--- src/inc/ecs_consts.svh ---
// register numbers, field values and reset values of the sample clock select logic
`ifndef ECS_CONSTS_SVH
`define ECS_CONSTS_SVH

`define ECS_ADDR_W              16
`define ECS_REG_EXT_SELECT      16'h4E84
`define ECS_REG_DIVIDER         16'h4E48
`define ECS_REG_CLOCK_OUT       16'h4E8E
`define ECS_REG_TERMINATION     16'h4E98
`define ECS_REG_RANGE           16'h4EA2

`define ECS_RANGE_SINGLE        32'h0000_0002
`define ECS_RANGE_SMALL_BURST   32'h0000_0004
`define ECS_RANGE_MEDIUM_BURST  32'h0000_0008
`define ECS_RANGE_LARGE_BURST   32'h0000_0010
`define ECS_RANGE_XL_BURST      32'h0000_0020

`define ECS_RST_DIVIDER         32'h0000_0001
`define ECS_RST_RANGE           32'h0000_0002
`define ECS_DIV_CNT_W           11

`endif

--- src/inc/ecs_pkg.sv ---
// types of the sample clock select logic
package ecs_pkg;

	typedef enum logic [2:0] {
		ECS_BAND_SINGLE = 3'h0,
		ECS_BAND_SMALL  = 3'h1,
		ECS_BAND_MEDIUM = 3'h2,
		ECS_BAND_LARGE  = 3'h3,
		ECS_BAND_XL     = 3'h4
	} ecs_band_t;

endpackage

--- src/design/ecs_divider.sv ---
// programmable divider producing a one-cycle tick every n-th external clock edge
`timescale 1ns/100ps
`include "ecs_consts.svh"

module ecs_divider
	import ecs_pkg::*;
#(
	parameter int CNT_W = `ECS_DIV_CNT_W
) (
	// clock and reset
	input  wire logic             i_clk,
	input  wire logic             i_sys_rst,
	// control
	input  wire logic [CNT_W-1:0] i_divisor,
	input  wire logic             i_edge,
	// result
	output logic                  o_tick
);

	logic [CNT_W-1:0] cnt_reg;
	logic [CNT_W-1:0] cnt_next;
	logic             tick_reg;
	logic             tick_next;

	always_comb begin
		cnt_next  = cnt_reg;
		tick_next = 1'b0;
		if (i_edge) begin
			// a divisor change takes effect at the next edge; a count at or above the new limit wraps at once
			if (cnt_reg >= i_divisor - CNT_W'(1)) begin
				cnt_next  = '0;
				tick_next = 1'b1;
			end else begin
				cnt_next = cnt_reg + CNT_W'(1);
			end
		end
	end

	always_ff @(posedge i_clk or posedge i_sys_rst) begin
		if (i_sys_rst) begin
			cnt_reg  <= '0;
			tick_reg <= 1'b0;
		end else begin
			cnt_reg  <= cnt_next;
			tick_reg <= tick_next;
		end
	end

	assign o_tick = tick_reg;

endmodule // ecs_divider

--- src/design/ecs_clock_select.sv ---
// sample clock source select, external divider, range and termination control
// Notes on behaviour
// - external select picks connector clock, else internal
// - termination write enables 110 Ohm when input
// - external clock accepted down to DC
// - range takes one-of-five code, drives clocking band
// - divider divides external clock by allowed value
// - clock output only under internal clocking
`timescale 1ns/100ps
`include "ecs_consts.svh"

module ecs_clock_select
	import ecs_pkg::*;
(
	// clock and reset
	input  wire logic                   i_clk,
	input  wire logic                   i_sys_rst,
	// register port
	input  wire logic [`ECS_ADDR_W-1:0] i_reg_addr,
	input  wire logic                   i_reg_wr,
	input  wire logic [31:0]            i_reg_wdata,
	output logic      [31:0]            o_reg_rdata,
	// clock sources
	input  wire logic                   i_int_sample_tick,
	input  wire logic                   i_ext_clk_pin,
	// connector control
	output logic                        o_term_enable,
	output logic                        o_conn_clk_o,
	output logic                        o_conn_clk_oe,
	// sample clock to the timing logic
	output logic                        o_sample_tick,
	output logic                        o_ext_active,
	output ecs_band_t                   o_band
);

	// registers
	logic        ext_sel_reg,   ext_sel_next;
	logic        term_reg,      term_next;
	logic        clk_out_reg,   clk_out_next;
	logic [31:0] range_reg,     range_next;
	logic [31:0] div_reg,       div_next;
	logic [31:0] rdata_reg,     rdata_next;

	// external pin crossing and edge detection
	logic [2:0]  ext_sync_reg,  ext_sync_next;
	logic        ext_rise;

	// outputs
	logic        tick_reg,      tick_next;
	logic        conn_o_reg,    conn_o_next;
	logic        conn_oe_reg,   conn_oe_next;
	logic        term_out_reg,  term_out_next;
	logic        ext_act_reg,   ext_act_next;
	ecs_band_t   band_reg,      band_next;

	logic        div_tick;
	logic        div_valid;
	logic [`ECS_DIV_CNT_W-1:0] div_value;

	// only listed divisors accepted; others leave the old value in place
	function automatic logic allowed_div(input logic [31:0] v);
		unique case (v)
			32'h1, 32'h2, 32'h4, 32'h8, 32'hA, 32'h10, 32'h14, 32'h28, 32'h32,
			32'h50, 32'h64, 32'hC8, 32'h190, 32'h1F4, 32'h320, 32'h3E8,
			32'h7D0: allowed_div = 1'b1;
			default: allowed_div = 1'b0;
		endcase
	endfunction

	function automatic logic allowed_range(input logic [31:0] v);
		unique case (v)
			`ECS_RANGE_SINGLE, `ECS_RANGE_SMALL_BURST, `ECS_RANGE_MEDIUM_BURST,
			`ECS_RANGE_LARGE_BURST, `ECS_RANGE_XL_BURST: allowed_range = 1'b1;
			default: allowed_range = 1'b0;
		endcase
	endfunction

	assign div_valid = allowed_div(i_reg_wdata);
	assign div_value = div_reg[`ECS_DIV_CNT_W-1:0];

	// register writes
	always_comb begin
		ext_sel_next = ext_sel_reg;
		term_next    = term_reg;
		clk_out_next = clk_out_reg;
		range_next   = range_reg;
		div_next     = div_reg;
		if (i_reg_wr) begin
			unique case (i_reg_addr)
				`ECS_REG_EXT_SELECT:  ext_sel_next = i_reg_wdata[0];
				`ECS_REG_TERMINATION: term_next    = i_reg_wdata[0];
				`ECS_REG_CLOCK_OUT:   clk_out_next = i_reg_wdata[0];
				`ECS_REG_RANGE: begin
					if (allowed_range(i_reg_wdata)) begin
						range_next = i_reg_wdata;
					end
				end
				`ECS_REG_DIVIDER: begin
					if (div_valid) begin
						div_next = i_reg_wdata;
					end
				end
				default: ;
			endcase
		end
	end

	// read data, registered one cycle after the address
	always_comb begin
		rdata_next = 32'h0000_0000;
		unique case (i_reg_addr)
			`ECS_REG_EXT_SELECT:  rdata_next = {31'h0, ext_sel_reg};
			`ECS_REG_TERMINATION: rdata_next = {31'h0, term_reg};
			`ECS_REG_CLOCK_OUT:   rdata_next = {31'h0, clk_out_reg};
			`ECS_REG_RANGE:       rdata_next = range_reg;
			`ECS_REG_DIVIDER:     rdata_next = div_reg;
			default:              rdata_next = 32'h0000_0000;
		endcase
	end

	// pin synchroniser; stage 0 is read only by stage 1.
	// edges are detected by level, so a stopped clock simply gives no ticks (down to DC)
	always_comb begin
		ext_sync_next = {ext_sync_reg[1:0], i_ext_clk_pin};
	end
	assign ext_rise = ext_sync_reg[1] & ~ext_sync_reg[2];

	ecs_divider #(
		.CNT_W     (`ECS_DIV_CNT_W)
	) u_divider (
		.i_clk     (i_clk),
		.i_sys_rst (i_sys_rst),
		.i_divisor (div_value),
		.i_edge    (ext_rise & ext_sel_reg),
		.o_tick    (div_tick)
	);

	// source select and connector control
	always_comb begin
		band_next = band_reg;
		unique case (range_reg)
			`ECS_RANGE_SINGLE:       band_next = ECS_BAND_SINGLE;
			`ECS_RANGE_SMALL_BURST:  band_next = ECS_BAND_SMALL;
			`ECS_RANGE_MEDIUM_BURST: band_next = ECS_BAND_MEDIUM;
			`ECS_RANGE_LARGE_BURST:  band_next = ECS_BAND_LARGE;
			`ECS_RANGE_XL_BURST:     band_next = ECS_BAND_XL;
			default:                 band_next = band_reg;
		endcase
		ext_act_next  = ext_sel_reg;
		tick_next     = ext_sel_reg ? div_tick : i_int_sample_tick;
		// never drive the connector while it is an input; output only on internal clock
		conn_oe_next  = clk_out_reg & ~ext_sel_reg;
		conn_o_next   = conn_oe_next & i_int_sample_tick;
		// termination is meaningless while driving, so it is held off then
		term_out_next = term_reg & ~conn_oe_next;
	end

	always_ff @(posedge i_clk or posedge i_sys_rst) begin
		if (i_sys_rst) begin
			ext_sel_reg  <= 1'b0;
			term_reg     <= 1'b0;
			clk_out_reg  <= 1'b0;
			range_reg    <= `ECS_RST_RANGE;
			div_reg      <= `ECS_RST_DIVIDER;
			rdata_reg    <= 32'h0000_0000;
			ext_sync_reg <= 3'h0;
			tick_reg     <= 1'b0;
			conn_o_reg   <= 1'b0;
			conn_oe_reg  <= 1'b0;
			term_out_reg <= 1'b0;
			ext_act_reg  <= 1'b0;
			band_reg     <= ECS_BAND_SINGLE;
		end else begin
			ext_sel_reg  <= ext_sel_next;
			term_reg     <= term_next;
			clk_out_reg  <= clk_out_next;
			range_reg    <= range_next;
			div_reg      <= div_next;
			rdata_reg    <= rdata_next;
			ext_sync_reg <= ext_sync_next;
			tick_reg     <= tick_next;
			conn_o_reg   <= conn_o_next;
			conn_oe_reg  <= conn_oe_next;
			term_out_reg <= term_out_next;
			ext_act_reg  <= ext_act_next;
			band_reg     <= band_next;
		end
	end

	assign o_reg_rdata   = rdata_reg;
	assign o_term_enable = term_out_reg;
	assign o_conn_clk_o  = conn_o_reg;
	assign o_conn_clk_oe = conn_oe_reg;
	assign o_sample_tick = tick_reg;
	assign o_ext_active  = ext_act_reg;
	assign o_band        = band_reg;

endmodule // ecs_clock_select

--- config.mk ---
export PLATFORM = sky130hd
export DESIGN_NAME = ecs_clock_select
export DESIGN_NICKNAME = d
export VERILOG_FILES = /design/src/inc/ecs_pkg.sv /design/src/design/ecs_divider.sv /design/src/design/ecs_clock_select.sv
export VERILOG_INCLUDE_DIRS = /design/src /design/src/inc
export SDC_FILE = /design/constraint.sdc
export NUM_CORES = 1
export LEC_CHECK = 0
export BUFFER_PORTS_ARGS = -buffer_cell sky130_fd_sc_hd__buf_4
export CAP_MARGIN = 10
export CELL_PAD_IN_SITES_DETAIL_PLACEMENT = 0
export CELL_PAD_IN_SITES_GLOBAL_PLACEMENT = 1
export CORE_ASPECT_RATIO = 1.4
export CORE_MARGIN = 2
export CORE_UTILIZATION = 35
export CTS_CLUSTER_DIAMETER = 60
export DETAILED_ROUTE_END_ITERATION = 12
export PLACE_DENSITY = 0.71
export SLEW_MARGIN = 10
export SYNTH_ARGS = -nofsm -noshare
export SYNTH_HDL_FRONTEND = slang
export SYNTH_SLANG_ARGS = --single-unit
--- constraint.sdc ---
create_clock -name i_clk -period 3.2 [get_ports i_clk]
set_input_delay 0 -clock i_clk [delete_from_list [all_inputs] [get_ports i_clk]]
set_output_delay 0 -clock i_clk [all_outputs]
set_load 0.005 [all_outputs]
==> run summary, run 1 <==
- **setup repair after global routing missed its margin** false
- **Cell Rows** 53
- **placed instance count** 733
- **CTS Sinks** 122
- **total of max-cap violations** 0
- **path type of the worst setup path** reg -> reg
- **slowest stage cell on the critical path** sky130_fd_sc_hd__dfstp_2
- **largest voltage drop on the vdd net** 0.495 mV
- **cell occurring most often along the worst timing path** sky130_fd_sc_hd__ha_1
- **pin count of the biggest net entering global routing** 43
- **overall routing resource usage** 16.2%
- **Period Utilization, post-route** 92.8%
- **startpoint of the lowest-slack register-to-register path** div_reg[0]
- **WL final** 12.5 mm
- **Buf+Inv Stages, Crit Path** 1
- **dominant synthesized flop cell** sky130_fd_sc_hd__dfrtp_1
- **power density over cell area** 515 nW/um^2
- **worst min path class** in -> reg
- **cell types with the largest area share after synthesis** sky130_fd_sc_hd__dfrtp_1 56%, sky130_fd_sc_hd__a22o_1 5.0%, sky130_fd_sc_hd__and2_1 3.4%
- **register-to-register path setup slack** 0.23 ns
- **global placer's final weighted congestion** 0.859
- **number of hold violations in the final report** 0
- **detailed-route via count** 3,946
- **share of post-route cells with drive strength above 1** 26.5%
- **number of diodes** 0
- **Post-Syn Instances** 463
- **Period minus WS final** 2.97 ns
- **post-synthesis sequential element count** 122
- **number of detailed-routing iterations run before antenna repair** 4
- **Clk Tree Root Cell** sky130_fd_sc_hd__clkbuf_16
- **Seq/Total Area, Yosys** 56.5%
- **number of clock buffers inserted by TritonCTS** 17
- **critical-path cell list** inv_1 -> ha_1 -> nand2_1 -> nor2_1 -> xnor2_1 -> ha_1 -> and3_1 -> a221o_1 -> a31oi_1 -> o21bai_1 -> o311ai_0
- **die span in y** 151 microns
- **distinct cell type count of the synthesized netlist** 55
- **data arrival time of the worst path** 3.26 ns
- **status** complete, no violations
- **warnings from Yosys** 0
- **Required @ worst endpoint** 3.49 ns
- **relative slew slack** 36.5%
- **largest clock skew in the final design** 0.0120 ns
- **initial detailed-routing violation count** 158
- **cell taking the most area after synthesis** sky130_fd_sc_hd__dfrtp_1
- **cell type group with the largest total delay on the critical path** compound AO/OA/AOI/OAI gates
- **number of enable flip-flop cells after synthesis** 0
- **average via count per standard cell** 5.05
- **most common cell after layout, fill and taps aside** sky130_fd_sc_hd__dfrtp_1
- **post-detailed-placement half-perimeter wirelength** 8.82 mm
- **start point of the worst min-delay path** i_reg_addr[1]
- **Util after Layout** 47.1%
- **count of input and output buffers** 92
- **P&R area growth vs syn** 31.1%
- **drt wl/cell** 16.0 microns
- **Hold Crit Endpoint** ext_act_next
- **clock insertion delay at the later pin of the skew report** 0.41 ns
- **R2R depth** 11
- **Final Non-Filler Cells** 781
- **top-area cell type share of the netlist area** 55.6%
- **synthesized net count** 529
- **NumNets Final** 642
- **wire length of the first global-routing pass** 20.4 mm
- **number of antenna violations at the first check in global routing** 0
- **Placeable Area** 15,100 sq um
- **CTS resizes** 0
- **average cell area after synthesis** 11.7 sq um
- **most used cells in the layout excluding fill and tap cells** 120 x sky130_fd_sc_hd__dfrtp_1, 100 x sky130_fd_sc_hd__buf_4, 31 x sky130_fd_sc_hd__a22o_1, 29 x sky130_fd_sc_hd__and2_1, 28 x sky130_fd_sc_hd__nand2_1
- **total congestion overflow** 0
- **final setup TNS** 0 ns
- **DIE AREA** 16,500 sq um
- **Hold Path Cell Cnt** 4
- **level count of the clock H-tree** 4
- **peak per-stage delay on the critical path** 0.54 ns
- **measured slew at the worst slew-check pin** 0.950 ns
- **number of global-route vias before repair** 4,014
- **width of the chip** 109 microns
- **Routed Antenna Nets** 0
- **leakage power** 3.45 nW
- **clock tree from TritonCTS** built
- **Worst Setup End Kind** register
- **Async S/R FF share, synth** 100%
- **Worst Setup Start Kind** register
- **max frequency** 337 MHz
- **initial core utilization** 35.9%
- **I/O pins** 93
- **buffer levels on the longest clock path** 2
- **critical path fanouts, max** 12
- **max-slew violations** 0
- **Reg clk slew, reported paths** 0.05 ns
- **Cell Area, Synth** 5400 sq um
- **Critical R2R Capture** u_divider.cnt_reg[2]
- **Fill cells** 1,384
- **number of endpoints failing setup at the final stage** 0
- **post-route DRC violation count** 0
==> kinds of logic after synthesis <==
kind of cell	Yosys count	synth area share [%]
XOR/XNOR	21	3.40
AND/OR/NAND/NOR	174	19.1
buffers and inverters	32	2.59
AO/OA/AOI/OAI	80	11.0
flip-flops	122	56.5
multiplexers	21	4.35
adder cells (fa/ha/maj)	13	3.01
==> area by class of cell <==
type                       instances  area (sq um)  area share, %
inverter                           9          37.5          0.530
clock inverter                    14           173           2.44
clock buffer                      18           439           6.20
sequential                       122          3060           43.1
timing repair buffer             117           931           13.1
multi-input combinational        309          2210           31.2
tap                              192           240           3.39
==> worst min-delay path: cells and delay by family <==
kind | cells | cell delay [ns]
muxes | 1 | 0.14
and+or+nand+nor | 2 | 0.13
buffers and inverters | 1 | 0.10
==> timing repair <==
action / in CTS / in global routing
setup buffers: 0 / 0
hold buffers: 16 / 0
setup endpoints to repair: 0 / 0
hold endpoints to repair: 58 / 0
==> metrics by stage <==
step | power, W | hold slack, ns | setup slack [ns] | cell area (sq um)
3_5_place_dp | 0.00172 | 0.111 | 0.286 | 6310
3_3_place_gp | 0.00171 | 0.111 | 0.351 | 6310
4_1_cts | 0.00368 | 0.000858 | 0.255 | 7090
5_1_grt | 0.00376 | 0.0208 | 0.0413 | 7090
2_1_floorplan | 0.00163 | 0.0314 | 0.696 | 5410
6_report | 0.00365 | 0.00839 | 0.231 | 7090
==> worst max path at each step <==
stage / cells past startpoint / startpoint / end
global placement: 11 / div_reg[0] / u_divider.cnt_reg[2]
floorplan: 12 / div_reg[0] / u_divider.o_tick
detailed placement: 11 / div_reg[0] / u_divider.cnt_reg[2]
global route: 11 / div_reg[0] / u_divider.cnt_reg[2]
finish: 11 / div_reg[0] / u_divider.cnt_reg[2]
CTS: 11 / div_reg[0] / u_divider.cnt_reg[2]
==> synthesized netlist by cell type, drive strengths merged (4+ instances only) <==
cell	instances
a21oi	13
nor3b	7
o21ai	13
nor2b	24
dfrtp	120
mux2	20
nand3	5
or3	4
nand2	28
nor3	9
inv	9
clkbuf	14
nor2	24
and3	5
nand4	7
and2	29
xnor2	12
buf	9
xor2	9
ha	13
nor4	16
a22o	31
==> routing by layer <==
layer,vias up,share of wire [%],track usage (%),wire (microns)
li1,1895,-,-,-
met1,1958,42,19.7,5300
met2,79,53,28.1,6580
met3,14,3.2,3.74,401
met4,0,1.5,5.13,191
met5,-,0,0,0
==> power breakdown <==
part | switching, W | leakage (nW) | total [W] | internal, W
Sequential | 0.00000105 | 1.69 | 0.00155 | 0.00155
Clock | 0.000701 | 0.285 | 0.00195 | 0.00125
Combinational | 0.0000776 | 1.47 | 0.000152 | 0.0000748
No activity file was read; power rests on OpenSTA's default activity.
==> run 2: changes to the inputs <==
Settings changed: CORE_UTILIZATION 35 to 40, GPL_ROUTABILITY_DRIVEN set to 0, PLACE_DENSITY 0.71 to 0.79.
==> run 2 against run 1 <==
  * Routed wire length decreased by 4.1%
  * Critical path depth did not move
  * Clock-buffer cell count up 2
  * Worst setup slack improved by 0.089 ns
  * Sequential cell count is the same
  * Via count up 0.89%
  * Clock skew fell by 0.0057 ns
  * Sequential share of layout area is 0.19 points higher
  * Worst hold slack better by 0.015 ns
  * Non-clock buffer count is 2 lower
  * Critical path type unchanged
  * Critical endpoint unchanged
  * Largest cell class unchanged
  * Highest routed layer unchanged
==> run summary, run 2 (synthesis results as in run 1) <==
- **status** complete, no violations
- **number of endpoints failing setup at the final stage** 0, unchanged
- **number of clock buffers inserted by TritonCTS** 17, unchanged
- **setup repair after global routing missed its margin** false
- **Fill cells** 1,168, -16%
- **Worst Setup End Kind** register
- **max-slew violations** 0, unchanged
- **I/O pins** 93, unchanged
- **start point of the worst min-delay path** i_reg_addr[6]
- **CTS Sinks** 122, unchanged
- **total of max-cap violations** 0, unchanged
- **worst min path class** in -> reg
- **WL final** 12.0 mm, -4.1%
- **Routed Antenna Nets** 0, unchanged
- **Net Sw Power** 0.000734 W, -5.9%
- **wire length of the first global-routing pass** 20.2 mm, -0.95%
- **total congestion overflow** 0, unchanged
- **power density over cell area** 512 nW/um^2, -0.52%
- **Period minus WS final** 2.88 ns, -0.0894 ns
- **number of detailed-routing iterations run before antenna repair** 4, unchanged
- **buffer levels on the longest clock path** 2, unchanged
- **count of input and output buffers** 92, unchanged
- **number of post-CTS setup repair buffers** 0, unchanged
- **number of global-route vias before repair** 4,141, +3.2%
- **smallest hold slack** 0.0230 ns, +0.0146 ns
- **P&R area growth vs syn** 30.6%
- **most common cell after layout, fill and taps aside** sky130_fd_sc_hd__dfrtp_1
- **post-route DRC violation count** 0, unchanged
- **Hold Path Cell Cnt** 5, +1
- **post-detailed-placement half-perimeter wirelength** 8.35 mm, -5.4%
- **clock insertion delay at the later pin of the skew report** 0.41 ns, about the same
- **measured slew at the worst slew-check pin** 0.800 ns, -0.150 ns
- **pin count of the biggest net entering global routing** 123, +190%
- **number of antenna violations at the first check in global routing** 0, unchanged
- **initial detailed-routing violation count** 135, -15%
- **R2R depth** 11, unchanged
- **leakage power** 3.43 nW, -0.39%
- **average via count per standard cell** 5.18, +2.6%
- **final setup TNS** 0 ns, unchanged
- **Clk Tree Root Cell** sky130_fd_sc_hd__clkbuf_16
- **Required @ worst endpoint** 3.50 ns, about the same
- **width of the chip** 102 microns, -6.2%
- **internal power component** 0.00288 W, +0.38%
- **drt wl/cell** 15.6 microns, -2.4%
- **Clock power frac** 53.0%, -0.4 points
- **largest voltage drop on the vdd net** 0.335 mV, -32%
- **NumNets Final** 640, -0.31%
- **overall routing resource usage** 18.0%, +1.8 points
- **clock tree from TritonCTS** built
- **DIE AREA** 14,500 sq um, -12%
- **die span in y** 142 microns, -6.3%
- **initial core utilization** 40.7%, +4.8 points
- **finished layout cell area** 7060 sq um, -0.44%
- **max frequency** 347 MHz, +3.1%
- **largest clock skew in the final design** 0.00622 ns, -0.00575 ns
- **Period Utilization, post-route** 90.0%, -2.8 points
- **Cell Rows** 50, -5.7%
- **placed instance count** 719, -1.9%
- **Combinational Power Share** 4.1%, about the same
- **switching fraction of total power** 20.3%, -1.1 points
- **area occupied by multi-input gates** 2210 sq um, unchanged
- **startpoint of the lowest-slack register-to-register path** div_reg[0]
- **detailed-route via count** 3,981, +0.89%
- **number of hold violations in the final report** 0, unchanged
- **post-placement cell area** 6270 sq um, -0.67%
- **Reg clk slew, reported paths** 0.05 ns, about the same
- **data arrival time of the worst path** 3.18 ns, -0.08 ns
- **share of post-route cells with drive strength above 1** 25.6%, -0.89 points
- **part of the power in registers** 42.9%, +0.5 points
- **Placeable Area** 13,300 sq um, -12%
- **combined flip-flop and latch cell area** 3060 sq um, unchanged
- **level count of the clock H-tree** 4, unchanged
- **relative slew slack** 46.3%, +9.7 points
- **Critical R2R Capture** u_divider.cnt_reg[2]
- **critical path fanouts, max** 12, unchanged
- **register-to-register path setup slack** 0.32 ns, +0.09 ns
- **most used cells in the layout excluding fill and tap cells** 120 x sky130_fd_sc_hd__dfrtp_1, 96 x sky130_fd_sc_hd__buf_4, 31 x sky130_fd_sc_hd__a22o_1, 29 x sky130_fd_sc_hd__and2_1, 28 x sky130_fd_sc_hd__nand2_1
- **Final Non-Filler Cells** 768, -1.7%
- **Worst Setup Start Kind** register
- **path type of the worst setup path** reg -> reg
- **Hold Crit Endpoint** term_reg
- **number of diodes** 0, unchanged
run 2: cell types whose count changed in the layout (fill, tap and decap cells not counted):
| cell | delta |
|---|---|
| sky130_fd_sc_hd__clkinv_4 | -2 |
| sky130_fd_sc_hd__inv_6 | -1 |
| sky130_fd_sc_hd__clkbuf_1 | +1 |
| sky130_fd_sc_hd__clkbuf_8 | +1 |
| sky130_fd_sc_hd__dlygate4sd3_1 | +2 |
| sky130_fd_sc_hd__buf_4 | -4 |
| sky130_fd_sc_hd__o311ai_0 | -1 |
| sky130_fd_sc_hd__o311ai_1 | +1 |
run 2: repair_timing:
action	CTS	global route
resized for setup	0	1
hold endpoints to repair	141	0
endpoints found under the setup margin	0	1
hold buffers	18	0
run 2: per-stage QoR:
step	setup WS, ns	util (%)	total power [W]
floorplan	0.696	-	0.00163
global placement	0.373	47.3	0.00171
detailed placement	0.291	47.3	0.00171
CTS	0.263	53.2	0.00365
global route	0.0754	53.2	0.00374
finish	0.321	53.2	0.00361
run 2: critical path, cell delays in order (launching register included):
cell                       delay [ns]
sky130_fd_sc_hd__dfstp_2         0.54
sky130_fd_sc_hd__inv_1           0.07
sky130_fd_sc_hd__ha_1            0.24
sky130_fd_sc_hd__nand2_1         0.11
sky130_fd_sc_hd__nor2_1          0.06
sky130_fd_sc_hd__xnor2_1         0.17
sky130_fd_sc_hd__ha_1            0.26
sky130_fd_sc_hd__and3_1          0.16
sky130_fd_sc_hd__a221o_1         0.30
sky130_fd_sc_hd__a31oi_1         0.18
sky130_fd_sc_hd__o21bai_1        0.30
sky130_fd_sc_hd__o311ai_1        0.36
run 2: power groups by stage:
stage	clock (W)	combinational, W	sequential (W)
floorplan	0	0.0000588	0.00157
global placement	0	0.000134	0.00157
detailed placement	0	0.000136	0.00157
CTS	0.00195	0.000153	0.00155
global route	0.00202	0.000168	0.00155
finish	0.00191	0.000150	0.00155
run 2: routing by layer:
metal	vias to the layer above	GRT usage, %	share of wire, %
met5	-	0	0
met4	0	6.81	2.1
met3	22	4.48	4.1
met2	112	31.0	53
met1	1967	21.5	41
li1	1880	-	-
run 2: worst max-delay path by stage:
stage                    start                   end  slack (ns)  cells after the start
floorplan           div_reg[0]      u_divider.o_tick        0.70                     12
global placement    div_reg[0]  u_divider.cnt_reg[2]        0.37                     11
CTS                 div_reg[0]  u_divider.cnt_reg[2]        0.26                     11
global route        div_reg[0]  u_divider.cnt_reg[2]        0.08                     11
finish              div_reg[0]  u_divider.cnt_reg[2]        0.32                     11
detailed placement  div_reg[0]  u_divider.cnt_reg[2]        0.29                     11
run 2: final cells by class:
type	count	area share, %
clock buffer	20	6.47
sequential	122	43.3
multi-input combinational	309	31.3
clock inverter	11	2.07
tap	182	3.23
timing repair buffer	115	13.1
inverter	9	0.532
